==> src/core/arpc_pkg.sv <==
`default_nettype none
package arpc_pkg;
  // ----------------------------------------
  // Bus and register map
  // ----------------------------------------
  localparam int WB_AW = 8;
  localparam int WB_DW = 32;
  localparam logic [WB_AW-1:0] ADR_MODE = 8'h00;
  localparam logic [WB_AW-1:0] ADR_FILTER = 8'h04;
  localparam logic [WB_AW-1:0] ADR_CHANNEL = 8'h08;
  localparam logic [WB_AW-1:0] ADR_STATUS = 8'h0C;
  localparam logic [WB_AW-1:0] ADR_DATA = 8'h10;
  localparam logic [WB_AW-1:0] ADR_OFFSET = 8'h14;
  localparam logic [WB_AW-1:0] ADR_GAIN = 8'h18;

  // ----------------------------------------
  // Field layout
  // ----------------------------------------
  localparam int MODE_OP_LSB = 0;
  localparam int MODE_KEEP_BIT = 3;
  localparam int MODE_CHOPDIS_BIT = 4;
  localparam int ST_READY_BIT = 0;
  localparam int ST_CAL_BIT = 1;
  localparam int ST_PD_BIT = 2;
  localparam int ST_LOAD_BIT = 3;
  localparam int CH_W = 4;
  localparam int RATE_W = 8;
  localparam int DATA_W = 24;
  localparam int COUNT_W = 16;

  // ----------------------------------------
  // Operating-mode encodings
  // ----------------------------------------
  localparam logic [2:0] OP_PWRDN = 3'h0;
  localparam logic [2:0] OP_IDLE = 3'h1;
  localparam logic [2:0] OP_SINGLE = 3'h2;
  localparam logic [2:0] OP_CONT = 3'h3;
  localparam logic [2:0] OP_INT_ZERO = 3'h4;
  localparam logic [2:0] OP_INT_FULL = 3'h5;
  localparam logic [2:0] OP_SYS_ZERO = 3'h6;
  localparam logic [2:0] OP_SYS_FULL = 3'h7;

  // ----------------------------------------
  // Modulator source select and defaults
  // ----------------------------------------
  localparam logic [1:0] SRC_EXT = 2'h0;
  localparam logic [1:0] SRC_ZERO = 2'h1;
  localparam logic [1:0] SRC_FULL = 2'h2;
  localparam logic [RATE_W-1:0] RATE_SLOWEST = 8'hFF;
  localparam logic [RATE_W-1:0] RATE_RESET = 8'h45;
  localparam logic [DATA_W-1:0] FACTORY_GAIN = 24'h400000;
  localparam int GAIN_FRAC = 22;
  localparam int SAMPLES_PER_STEP = 4;

  typedef enum logic [1:0] {ARPC_IDLE, ARPC_RUN, ARPC_CORRECT, ARPC_STORE} arpc_state_t;
endpackage
`default_nettype wire

==> src/core/arpc_coef_mem.sv <==
`timescale 1ns/1ns
`default_nettype none
module arpc_coef_mem #(
  parameter int W = 24,
  parameter int DEPTH = 10,
  parameter int AW = 4
) (
  input wire logic clk_sys,
  input wire logic reset,
  input wire logic we,
  input wire logic [AW-1:0] waddr,
  input wire logic [W-1:0] wdata,
  input wire logic [AW-1:0] raddr,
  output logic [W-1:0] rdata
);
  logic [W-1:0] mem [DEPTH];

  // Array write, no reset on the storage
  always_ff @(posedge clk_sys) begin
    if (we && (int'(waddr) < DEPTH)) begin
      mem[waddr] <= wdata;
    end
  end

  // Registered read port
  always_ff @(posedge clk_sys or posedge reset) begin
    if (reset) begin
      rdata <= '0;
    end else if (int'(raddr) < DEPTH) begin
      rdata <= mem[raddr];
    end else begin
      rdata <= '0;
    end
  end
endmodule
`default_nettype wire

==> src/core/arpc_corr.sv <==
`timescale 1ns/1ns
`default_nettype none
module arpc_corr #(
  parameter int W = 24,
  parameter int FRAC = 22
) (
  input wire logic clk_sys,
  input wire logic reset,
  input wire logic start,
  input wire logic [W-1:0] raw,
  input wire logic [W-1:0] off,
  input wire logic [W-1:0] gain,
  output logic [W-1:0] res,
  output logic valid
);
  typedef struct packed {
    logic valid;
    logic [W-1:0] res;
  } arpc_corr_s_t;

  arpc_corr_s_t r_q, r_d;
  logic signed [W:0] diff;
  logic signed [2*W+1:0] prod;
  logic signed [2*W+1:0] shifted;

  // Offset removed first, then gain scaling
  always_comb begin
    diff = signed'({1'b0, raw}) - signed'({1'b0, off});
    prod = diff * signed'({1'b0, gain});
    shifted = prod >>> FRAC;
    r_d = r_q;
    r_d.valid = start;
    if (start) begin
      r_d.res = shifted[W-1:0];
    end
  end

  // State register
  always_ff @(posedge clk_sys or posedge reset) begin
    if (reset) begin
      r_q <= '0;
    end else begin
      r_q <= r_d;
    end
  end

  assign res = r_q.res;
  assign valid = r_q.valid;

  AST_CORR_ORDER: assert property (@(posedge clk_sys) disable iff (reset)
    start |=> valid && res == $past(shifted[W-1:0]))
    else $error("corrected word does not match offset-then-gain order");
endmodule
`default_nettype wire

==> src/core/arpc_top.sv <==
// Notes on behaviour
// - Reset pin low clears logic and registers
// - Reset low: ready high, accesses ignored
// - Mode field zero enters power-down
// - Mode field resets to power-down
// - Power-down keeps registers unless written; entry clears ready
// - Bus usable in power-down; ready forced high
// - Four calibration encodings of mode field
// - Factory gains loaded at power-on automatically
// - Calibration overwrites that channel's coefficient
// - Zero to offset, full to gain
// - Internal calibration switches modulator source
// - Chop on: calibrate at slowest rate
// - Chop off: calibrate at programmed rate
// - Subtract offset, then multiply by gain
// - Calibration end shown by ready status
// - Keepalive bit keeps oscillator in power-down
`timescale 1ns/1ns
`default_nettype none
module arpc_top #(
  parameter int CHANNELS = 10,
  parameter int STEP = arpc_pkg::SAMPLES_PER_STEP
) (
  input wire logic clk_sys,
  input wire logic reset,
  input wire logic reset_pin_n,
  input wire logic mod_clk,
  input wire logic mod_bit,
  input wire logic wb_cyc_i,
  input wire logic wb_stb_i,
  input wire logic wb_we_i,
  input wire logic [arpc_pkg::WB_AW-1:0] wb_adr_i,
  input wire logic [3:0] wb_sel_i,
  input wire logic [arpc_pkg::WB_DW-1:0] wb_dat_i,
  output logic [arpc_pkg::WB_DW-1:0] wb_dat_o,
  output logic wb_ack_o,
  output logic rdy_n,
  output logic [1:0] mod_src_sel,
  output logic osc_enable
);
  import arpc_pkg::*;

  // ----------------------------------------
  // State
  // ----------------------------------------
  typedef struct packed {
    logic pin_s1;
    logic pin_s2;
    logic mclk_s1;
    logic mclk_s2;
    logic mclk_s3;
    logic mbit_s1;
    logic mbit_s2;
    logic hold;
    logic [2:0] op_sel;
    logic osc_keep;
    logic chop_dis;
    logic [RATE_W-1:0] rate;
    logic [CH_W-1:0] chan;
    logic ready;
    logic [DATA_W-1:0] data;
    arpc_state_t st;
    logic [2:0] run_op;
    logic [COUNT_W-1:0] cnt;
    logic [DATA_W-1:0] ones;
    logic [1:0] src;
    logic osc_en;
    logic rdy_n;
    logic load_busy;
    logic [CH_W-1:0] load_idx;
    logic ack;
    logic [WB_DW-1:0] dat;
  } arpc_s_t;

  arpc_s_t r_q, r_d;
  logic [RATE_W-1:0] rate_eff;
  logic [COUNT_W-1:0] conv_len;
  logic mclk_rise;
  logic req, wr;
  logic off_we, gain_we;
  logic [CH_W-1:0] off_wa, gain_wa;
  logic [DATA_W-1:0] off_wd, gain_wd, off_rd, gain_rd, corr_res;
  logic corr_start, corr_valid;

  // Byte-lane merge for partial writes
  function automatic logic [WB_DW-1:0] merge(input logic [WB_DW-1:0] old, input logic [WB_DW-1:0] nw,
                                             input logic [3:0] sel);
    logic [WB_DW-1:0] m;
    m = old;
    for (int i = 0; i < 4; i++) begin
      if (sel[i]) begin
        m[i*8 +: 8] = nw[i*8 +: 8];
      end
    end
    return m;
  endfunction

  // ----------------------------------------
  // Coefficient storage and correction
  // ----------------------------------------
  arpc_coef_mem #(.W(DATA_W), .DEPTH(CHANNELS), .AW(CH_W)) u_off (
    .clk_sys(clk_sys), .reset(reset), .we(off_we), .waddr(off_wa), .wdata(off_wd),
    .raddr(r_q.chan), .rdata(off_rd)
  );
  arpc_coef_mem #(.W(DATA_W), .DEPTH(CHANNELS), .AW(CH_W)) u_gain (
    .clk_sys(clk_sys), .reset(reset), .we(gain_we), .waddr(gain_wa), .wdata(gain_wd),
    .raddr(r_q.chan), .rdata(gain_rd)
  );
  arpc_corr #(.W(DATA_W), .FRAC(GAIN_FRAC)) u_corr (
    .clk_sys(clk_sys), .reset(reset), .start(corr_start), .raw(r_d.ones), .off(off_rd),
    .gain(gain_rd), .res(corr_res), .valid(corr_valid)
  );

  // ----------------------------------------
  // Next-state logic
  // ----------------------------------------
  always_comb begin
    r_d = r_q;
    off_we = 1'b0;
    gain_we = 1'b0;
    off_wa = r_q.chan;
    gain_wa = r_q.chan;
    off_wd = r_q.ones;
    gain_wd = r_q.ones;
    corr_start = 1'b0;
    // Two-stage synchronisers for pin inputs
    r_d.pin_s1 = reset_pin_n;
    r_d.pin_s2 = r_q.pin_s1;
    r_d.mclk_s1 = mod_clk;
    r_d.mclk_s2 = r_q.mclk_s1;
    r_d.mclk_s3 = r_q.mclk_s2;
    r_d.mbit_s1 = mod_bit;
    r_d.mbit_s2 = r_q.mbit_s1;
    r_d.hold = ~r_q.pin_s2;
    mclk_rise = r_q.mclk_s2 & ~r_q.mclk_s3;
    req = wb_cyc_i & wb_stb_i & ~r_q.ack;
    wr = req & wb_we_i & ~r_q.hold;
    // Slowest rate forced for chopped calibration
    if (r_q.run_op[2] && !r_q.chop_dis) begin
      rate_eff = RATE_SLOWEST;
    end else begin
      rate_eff = r_q.rate;
    end
    conv_len = COUNT_W'((32'(rate_eff) + 32'd1) * 32'(STEP));
    // Factory gain loader after power-on or pin reset
    if (r_q.load_busy) begin
      gain_we = 1'b1;
      gain_wa = r_q.load_idx;
      gain_wd = FACTORY_GAIN;
      off_we = 1'b1;
      off_wa = r_q.load_idx;
      off_wd = '0;
      r_d.load_idx = r_q.load_idx + 1'b1;
      if (int'(r_q.load_idx) == CHANNELS - 1) begin
        r_d.load_busy = 1'b0;
      end
    end
    // Conversion and calibration sequencer
    case (r_q.st)
      ARPC_IDLE: begin
        if (!r_q.load_busy && r_q.op_sel != OP_PWRDN && r_q.op_sel != OP_IDLE) begin
          r_d.st = ARPC_RUN;
          r_d.run_op = r_q.op_sel;
          r_d.cnt = '0;
          r_d.ones = '0;
          // Internal calibrations use on-chip zero or full source
          case (r_q.op_sel)
            OP_INT_ZERO: r_d.src = SRC_ZERO;
            OP_INT_FULL: r_d.src = SRC_FULL;
            default: r_d.src = SRC_EXT;
          endcase
        end
      end
      ARPC_RUN: begin
        if (mclk_rise) begin
          r_d.cnt = r_q.cnt + 1'b1;
          r_d.ones = r_q.ones + DATA_W'(r_q.mbit_s2);
          if (r_q.cnt + 1'b1 == conv_len) begin
            r_d.src = SRC_EXT;
            if (r_q.run_op[2]) begin
              r_d.st = ARPC_STORE;
            end else begin
              r_d.st = ARPC_CORRECT;
              corr_start = 1'b1;
            end
          end
        end
      end
      ARPC_CORRECT: begin
        if (corr_valid) begin
          r_d.data = corr_res;
          r_d.ready = 1'b1;
          if (r_q.run_op == OP_SINGLE) begin
            r_d.op_sel = OP_IDLE;
          end
          r_d.st = ARPC_IDLE;
        end
      end
      ARPC_STORE: begin
        // Zero-scale result to offset, full-scale to gain
        if (r_q.run_op[0]) begin
          gain_we = ~r_q.load_busy;
        end else begin
          off_we = 1'b1;
        end
        r_d.ready = 1'b1;
        r_d.op_sel = OP_IDLE;
        r_d.st = ARPC_IDLE;
      end
      default: r_d.st = ARPC_IDLE;
    endcase
    // Register bus, answered one cycle after the request
    r_d.ack = req;
    if (req) begin
      r_d.dat = '0;
      if (!r_q.hold) begin
        case (wb_adr_i)
          ADR_MODE: r_d.dat = WB_DW'({r_q.chop_dis, r_q.osc_keep, r_q.op_sel});
          ADR_FILTER: r_d.dat = WB_DW'(r_q.rate);
          ADR_CHANNEL: r_d.dat = WB_DW'(r_q.chan);
          ADR_STATUS: r_d.dat = WB_DW'({r_q.load_busy, r_q.op_sel == OP_PWRDN,
                                       r_q.st != ARPC_IDLE && r_q.run_op[2], r_q.ready});
          ADR_DATA: begin
            r_d.dat = WB_DW'(r_q.data);
            if (!wb_we_i) begin
              r_d.ready = (r_q.st == ARPC_CORRECT && corr_valid) || r_q.st == ARPC_STORE;
            end
          end
          ADR_OFFSET: r_d.dat = WB_DW'(off_rd);
          ADR_GAIN: r_d.dat = WB_DW'(gain_rd);
          default: r_d.dat = '0;
        endcase
      end
    end
    if (wr) begin
      case (wb_adr_i)
        ADR_MODE: begin
          r_d.op_sel = 3'(merge(WB_DW'({r_q.chop_dis, r_q.osc_keep, r_q.op_sel}), wb_dat_i, wb_sel_i));
          r_d.osc_keep = wb_sel_i[0] ? wb_dat_i[MODE_KEEP_BIT] : r_q.osc_keep;
          r_d.chop_dis = wb_sel_i[0] ? wb_dat_i[MODE_CHOPDIS_BIT] : r_q.chop_dis;
          r_d.st = ARPC_IDLE;
          r_d.src = SRC_EXT;
          if (r_d.op_sel == OP_PWRDN) begin
            r_d.ready = 1'b0;
          end
        end
        ADR_FILTER: r_d.rate = RATE_W'(merge(WB_DW'(r_q.rate), wb_dat_i, wb_sel_i));
        ADR_CHANNEL: r_d.chan = CH_W'(merge(WB_DW'(r_q.chan), wb_dat_i, wb_sel_i));
        ADR_OFFSET: begin
          off_we = 1'b1;
          off_wd = DATA_W'(merge(WB_DW'(off_rd), wb_dat_i, wb_sel_i));
        end
        ADR_GAIN: begin
          gain_we = 1'b1;
          gain_wd = DATA_W'(merge(WB_DW'(gain_rd), wb_dat_i, wb_sel_i));
        end
        default: ;
      endcase
    end
    // Oscillator runs unless powered down without keepalive
    r_d.osc_en = (r_d.op_sel != OP_PWRDN) | r_d.osc_keep;
    r_d.rdy_n = ~r_d.ready;
    // Held reset pin returns everything to defaults
    if (r_q.hold) begin
      r_d.op_sel = OP_PWRDN;
      r_d.osc_keep = 1'b0;
      r_d.chop_dis = 1'b0;
      r_d.rate = RATE_RESET;
      r_d.chan = '0;
      r_d.ready = 1'b0;
      r_d.data = '0;
      r_d.st = ARPC_IDLE;
      r_d.run_op = OP_PWRDN;
      r_d.cnt = '0;
      r_d.ones = '0;
      r_d.src = SRC_EXT;
      r_d.osc_en = 1'b0;
      r_d.rdy_n = 1'b1;
      r_d.dat = '0;
      r_d.load_busy = 1'b1;
      r_d.load_idx = '0;
    end
  end

  // ----------------------------------------
  // State register
  // ----------------------------------------
  always_ff @(posedge clk_sys or posedge reset) begin
    if (reset) begin
      r_q <= '0;
      r_q.hold <= 1'b1;
      r_q.rdy_n <= 1'b1;
      r_q.load_busy <= 1'b1;
      r_q.rate <= RATE_RESET;
    end else begin
      r_q <= r_d;
    end
  end

  // Outputs straight from the state register
  assign wb_dat_o = r_q.dat;
  assign wb_ack_o = r_q.ack;
  assign rdy_n = r_q.rdy_n;
  assign mod_src_sel = r_q.src;
  assign osc_enable = r_q.osc_en;

  // ----------------------------------------
  // Checks
  // ----------------------------------------
  AST_HOLD_DEFAULTS: assert property (@(posedge clk_sys) disable iff (reset)
    r_q.hold |=> r_q.op_sel == OP_PWRDN && r_q.st == ARPC_IDLE && r_q.data == '0)
    else $error("held reset pin did not restore defaults");
  AST_HOLD_RDY: assert property (@(posedge clk_sys) disable iff (reset)
    r_q.hold |=> rdy_n && wb_dat_o == '0 [*1])
    else $error("ready low or data answered during reset pin");
  AST_HOLD_NOWRITE: assert property (@(posedge clk_sys) disable iff (reset)
    r_q.hold && $past(r_q.hold) && wb_cyc_i && wb_stb_i && wb_we_i |=> r_q.rate == RATE_RESET)
    else $error("write accepted while reset pin held");
  AST_PD_WRITE: assert property (@(posedge clk_sys) disable iff (reset)
    wr && wb_adr_i == ADR_MODE && wb_sel_i[0] && wb_dat_i[2:0] == OP_PWRDN |=> r_q.op_sel == OP_PWRDN ##1 rdy_n)
    else $error("power-down write did not take effect or left ready low");
  AST_PD_KEEP: assert property (@(posedge clk_sys) disable iff (reset)
    r_q.op_sel == OP_PWRDN && !r_q.hold && !wr |=> $stable(r_q.data) && $stable(r_q.rate) && $stable(r_q.chan))
    else $error("register changed in power-down");
  AST_CAL_RATE: assert property (@(posedge clk_sys) disable iff (reset)
    r_q.st == ARPC_RUN && r_q.run_op[2] |-> rate_eff == (r_q.chop_dis ? r_q.rate : RATE_SLOWEST))
    else $error("calibration rate wrong for chop setting");
  AST_CAL_SRC: assert property (@(posedge clk_sys) disable iff (reset)
    r_q.st == ARPC_RUN && r_q.run_op[2:1] == 2'b10 |-> mod_src_sel == (r_q.run_op[0] ? SRC_FULL : SRC_ZERO))
    else $error("internal calibration not on internal source");
  AST_CAL_STORE: assert property (@(posedge clk_sys) disable iff (reset)
    r_q.st == ARPC_STORE && !r_q.hold |-> (r_q.run_op[0] ? gain_we && gain_wd == r_q.ones : off_we && off_wd == r_q.ones))
    else $error("calibration result not stored in its coefficient");
  AST_CAL_DONE: assert property (@(posedge clk_sys) disable iff (reset)
    r_q.st == ARPC_STORE && !r_q.hold |=> r_q.op_sel == OP_IDLE && r_q.ready ##1 !rdy_n)
    else $error("calibration end not signalled");
  AST_FACTORY: assert property (@(posedge clk_sys) disable iff (reset)
    r_q.load_busy |-> gain_we && gain_wd == FACTORY_GAIN && gain_wa == r_q.load_idx)
    else $error("factory gain load missing");
  AST_OSC: assert property (@(posedge clk_sys) disable iff (reset)
    !r_q.hold && !wr && r_q.op_sel == OP_PWRDN |-> ##1 osc_enable == $past(r_q.osc_keep))
    else $error("oscillator enable ignores keepalive");
endmodule
`default_nettype wire

==> config.mk <==
export PLATFORM = sky130hd
export DESIGN_NAME = arpc_top
export DESIGN_NICKNAME = d
export VERILOG_FILES = /design/src/core/arpc_pkg.sv /design/src/core/arpc_coef_mem.sv /design/src/core/arpc_corr.sv /design/src/core/arpc_top.sv
export SDC_FILE = /design/constraint.sdc
export NUM_CORES = 2
export LEC_CHECK = 0
export BUFFER_PORTS_ARGS = -buffer_cell sky130_fd_sc_hd__buf_4
export CAP_MARGIN = 20
export CORE_MARGIN = 3
export CORE_UTILIZATION = 40
export CTS_CLUSTER_SIZE = 16
export DETAILED_ROUTE_END_ITERATION = 12
export HOLD_SLACK_MARGIN = 0.02
export PLACE_DENSITY_LB_ADDON = 0.12
export REMOVE_ABC_BUFFERS = 1
export SYNTH_ARGS = -nofsm -noshare
export SYNTH_HDL_FRONTEND = slang
export SYNTH_HIERARCHICAL = 1
export SYNTH_SLANG_ARGS = --single-unit
==> constraint.sdc <==
create_clock -name clk_sys -period 21.8 [get_ports clk_sys]
set_input_delay 4.36 -clock clk_sys [delete_from_list [all_inputs] [get_ports clk_sys]]
set_output_delay 4.36 -clock clk_sys [all_outputs]
set_load 0.03 [all_outputs]
; ---- Word level (Yosys, flattened, before mapping)
; Memories as Yosys holds them, arrays and structs flattened.
; Cells that the tools add are included.
[op_classes]
n_addsub = 5
n_mux = 76
n_mul = 1
n_reduce_logical = 35
bitwise = 12
order_cmp = 2
n_eq_ne = 17
[op_table]
columns = cell, n
row1 = 2-to-1 mux 24 bit, 9
row2 = one-hot mux 24 bit (7 select lines), 1
row3 = 2-to-1 mux 96 bit, 1
row4 = one-hot mux 42 bit (2 select lines), 1
row5 = 2-to-1 mux 8 bit, 9
row6 = 2-to-1 mux 32 bit, 2
row7 = 2-to-1 mux 47 bit, 1
row8 = multiplier 25 x 25 -> 46 bit, 1
row9 = 2-to-1 mux 42 bit, 1
row10 = 2-to-1 mux 1 bit, 27
row11 = 2-to-1 mux 27 bit, 1
row12 = subtractor 24 x 24 -> 25 bit, 1
row13 = adder 24 x 1 -> 24 bit, 1
row14 = "== test 8 x 5 -> 1 bit, second input constant", 3
row15 = nonzero test 2 bit, 12
row16 = 2-to-1 mux 18 bit, 1
row17 = 2-to-1 mux 3 bit, 6
row18 = "adder 16 x 1 -> 16 bit, second input constant", 1
row19 = == test 16 x 11 -> 1 bit, 1
row20 = "== test 8 x 4 -> 1 bit, second input constant", 2
row21 = 2-to-1 mux 2 bit, 7
row22 = 2-to-1 mux 4 bit, 3
row23 = AND reduction 3 bit, 4
row24 = 2-to-1 mux 5 bit, 2
row25 = other kinds (26), 50
[word_totals]
memories = 2
in_bits = 52
register_bits = 210
ram_bits = 480
output_inout_bits = 37
word_cells = 180
[mem_list]
columns = name, depth, width, read_ports, rd_ports_with_merged_regs, write_ports, line
row1 = u_gain.mem, 10, 24, 1, 0, 1, arpc_coef_mem.sv:16  ; logic [W-1:0] mem [DEPTH];
row2 = u_off.mem, 10, 24, 1, 0, 1, arpc_coef_mem.sv:16

; ---- Depth between registers and ports, before layout
[depth]
depth_word = 15
depth_mapped = 46
mapped_depth_nobuf = 44

; ---- Cells and area by module
; The synthesis kept the hierarchy.
[by_module_without_submodules]
columns = module, seq_area_each_um2, area_per_inst_um2, instances, cells_each
row1 = arpc_corr, 625.6, 22631.7, 1, 2436
row2 = arpc_coef_mem, 7807.5, 9929.5, 2, 508
row3 = arpc_top, 3235.6, 7898.8, 1, 887

; ---- Worst setup path before layout
; Ideal clock, no wire load.
[synth_timing]
path_kind = reg2reg
from = register r_q[132] (netlist bit)
to = register u_corr.r_q, in the netlist u_corr/res[17]
t_arrival_ps = 10173
path_stages_with_launch = 40
setup_ps = 125
required_time_ps = 21675
slack_ps = 11502
path_cell_list = dfrtp_1 > nor2b_1 > and2_1 > clkbuf_1 > nor2_1 > a22o_1 > inv_1 > ha_1 > inv_1 > fa_1 > a211oi_1 > o21ai_1 > o211ai_1 > a211oi_2 > a221oi_2 > o31ai_1 > a21oi_1 > clkbuf_1 > [... 4 more ...] > fa_1 > fa_1 > fa_1 > fa_1 > inv_1 > fa_1 > inv_1 > ha_1 > a2111oi_0 > o21ai_1 > o21a_1 > or4_1 > o21a_4 > a21o_1 > a21oi_2 > o21bai_1 > xor2_1 > mux2_2
[synth_rtl]
columns = item, line
row1 = from (decl), arpc_top.sv:75  ; arpc_s_t r_q, r_d;
row2 = from (signal assigned), arpc_top.sv:296  ; r_q <= r_d;
row3 = to (signal assigned), arpc_corr.sv:43  ; r_q <= r_d;
row4 = to (decl), arpc_corr.sv:21  ; arpc_corr_s_t r_q, r_d;

==> flow_summary.toml <==
[outcome]
outcome = "finished, final reports clean"

[grt]
grt_max_degree = 155
gr-total-overflow = 0
grt_pass1_wl_mm = 218
grt_use_total_pct = 22.4
antenna_found_initial = 3
grt_pass1_vias = 33600

[sta]
slew_violations = 0
max_freq_ghz = 0.0797
worst_pin_slew_ns = 1.21
timing.final.crit_share_pct = 57.5
clock_skew_ns = 0.0319
final.setup.tns_ns = 0
maxSlewHeadroom_pct = 19.0
finalHoldViolations = 0
rsz0062_at_grt = "no"
setup_viol = 0
fin_crit_ns = 12.54

[drt]
routed_via_density = 5.31
vias = 32100
ant_nets = 0
wl_mm = 144
drt_first_pass_iters = 6
drc = 0
drtIter0Drc = 2266
avgRoutedWirePerCell_microns = 23.9

[synthesis]
syn-instance-count = 4339
netlist.area_leader.share_pct = 28.6
async_flop_share_pct = 29.6
syn_avg_cell_area_sq_um = 11.6
synth_most_common_cell = "inv_1"
ys_types = 85
syn-cell-area_sq_um = 50400
synth_area_leaders = "edfxtp_1 (29%), fa_1 (24%), dfrtp_1 (9.7%)"
yosys_warnings = 6
synthTopCellsByCount = "inv_1 (655), fa_1 (596), edfxtp_1 (480), nand2_1 (398), and2_1 (325)"
synthFlopType = "edfxtp_1"
synth-seq-area-share_pct = 38.7
synth_edf_count = 480
ys_ff_latch = 682
yosysTopAreaCell = "edfxtp_1"

[cells_and_area]
final_nets = 5159
area_growth_pct = 9.94
drive_gt1_share_pct = 11.6
fill_cells = 11600
utilization_pct = 44.5

[floorplanning]
die_w_microns = 361
coreArea_sq_um = 124000
initial_core_util_pct = 40.5
dieHeight_microns = 361
fp-row-count = 129
die_area_sq_um = 130000
top_level_ports = 89

[clock_tree]
cts_root_buffer = "clkbuf_16"
clk_path_buf_depth = 3
ctsHoldBuffers = 0
cts_tree = "yes"
insertion_delay_ns = 0.63
cts-buffers-inserted = 72
clkSinkCount = 682
cts_resized = 0
clk_pin_slew_worst_paths_ns = 0.06
post-cts-setup-buffers = 0
cts_max_level = 3

[critical_path]
reg2reg_slack_ns = 9.26
worstSetupPathType = "reg -> reg"
cp.buffers_inverters = 7
r2r_end = "u_corr/res[20]"
path_max_fanout = 23
critPathArrivalTime_ns = 13.06
startpoint_type = "flop"
slowest_stage = "fa_1"
slowest_delay_ns = 0.78
cp_common_cell = "fa_1"
reg2regPathDepth = 40
rr_startpoint = "r_q[85]"
critical-path-top-delay-family = "adder cells"
required_ns = 22.32
endpoint_kind = "flop"

[worst_hold_path]
whs_endpoint = "r_q[135]"
hold_path_class = "reg -> reg"
min_path_cells = 0
hold_path.startpoint = "r_d[135]"

[flow_run]
cap_violations = 0

[placed_design]
io_buffer_count = 71
post-dp-hpwl_mm = 95.9
gp_congestion = 0.851
[cells in the final DEF, fill, tap and decap left out, types with 13 or more instances in the layout]
master,n
a21o_1,21
a21oi_1,59
a222oi_1,17
a22o_1,31
and2_1,325
and3_1,14
buf_4,176
clkbuf_16,74
clkbuf_4,13
dfrtp_1,191
edfxtp_1,480
fa_1,596
ha_1,161
inv_1,654
mux2_1,100
mux2_2,124
mux2i_1,102
nand2_1,396
nand2b_1,17
nand3_1,34
nand4_1,20
nor2_1,87
nor2b_1,57
nor3_1,15
o21ai_0,108
o21ai_1,15
o22ai_1,98
o32ai_1,48
xnor2_1,53
xnor2_2,13
xor2_1,30
[area by class of cell]
class                           instances  area [sq um]  share of cell area, %
Sequential cell                       682         19500                   35.2
Tap cell                             1637          2050                   3.70
Timing Repair Buffer                  193          1470                   2.65
Clock inverter                         37           378                  0.682
Antenna cell                            4          10.0                 0.0181
Clock buffer                           93          1990                   3.60
Inverter                              655          2460                   4.45
Multi-Input combinational cell       2746         27600                   49.7
[logic make-up (layout without fill, tap and decap cells)]
| family | Yosys count | after routing | synth area share, % |
|---|---|---|---|
| flops | 682 | 682 | 38.7 |
| simple gates | 1052 | 1052 | 10.7 |
| fa+ha+maj | 757 | 757 | 27.7 |
| other cells | 1 | 12 | 0.00744 |
| buf+inv | 918 | 978 | 7.37 |
| compound gates | 499 | 499 | 6.75 |
| xor+xnor | 104 | 104 | 1.83 |
| mux | 326 | 326 | 7.03 |
[layer usage]
layer	track usage (%)	wire [microns]	up-vias
met4	5.64	3580	2
met3	3.12	7550	174
li1	-	-	14300
met1	32.5	66700	16800
met2	35.7	66600	825
met5	0	18	-
[how the worst max path moves through the flow]
stage,from,endpoint,cells after the start
after floorplan,r_q[37],u_corr/res[17],38
after global placement,r_q[85],u_corr/res[20],40
after detailed placement,r_q[85],u_corr/res[20],40
after CTS,r_q[85],u_corr/res[20],40
after global routing,r_q[85],u_corr/res[20],40
final,r_q[85],u_corr/res[20],40
[flip-flops by register name (all words and copies together) (netlist names)]
signal and cells:
u_off/rdata 24, osc_enable 1, r_q 96, u_corr/valid 1, u_gain/mem 240, u_corr/res 24, wb_ack_o 1, rdy_n 1
u_off/mem 240, u_gain/rdata 24, wb_dat_o 24, r_d 4, mod_src_sel 2
[through the flow]
step	instances	hold slack (ns)	setup slack (ns)	cell area, sq um
floorplan	4083	0.331	10.51	49200
global placement	5891	0.333	9.27	52800
detailed placement	5895	0.336	9.30	52900
CTS	6025	0.347	9.24	55200
global route	6043	0.359	8.40	55400
finish	6047	0.345	9.26	55400
Power is left out: the tool's default activity adds up to more than one toggle a clock period on the data nets, which glitch-free logic cannot reach.
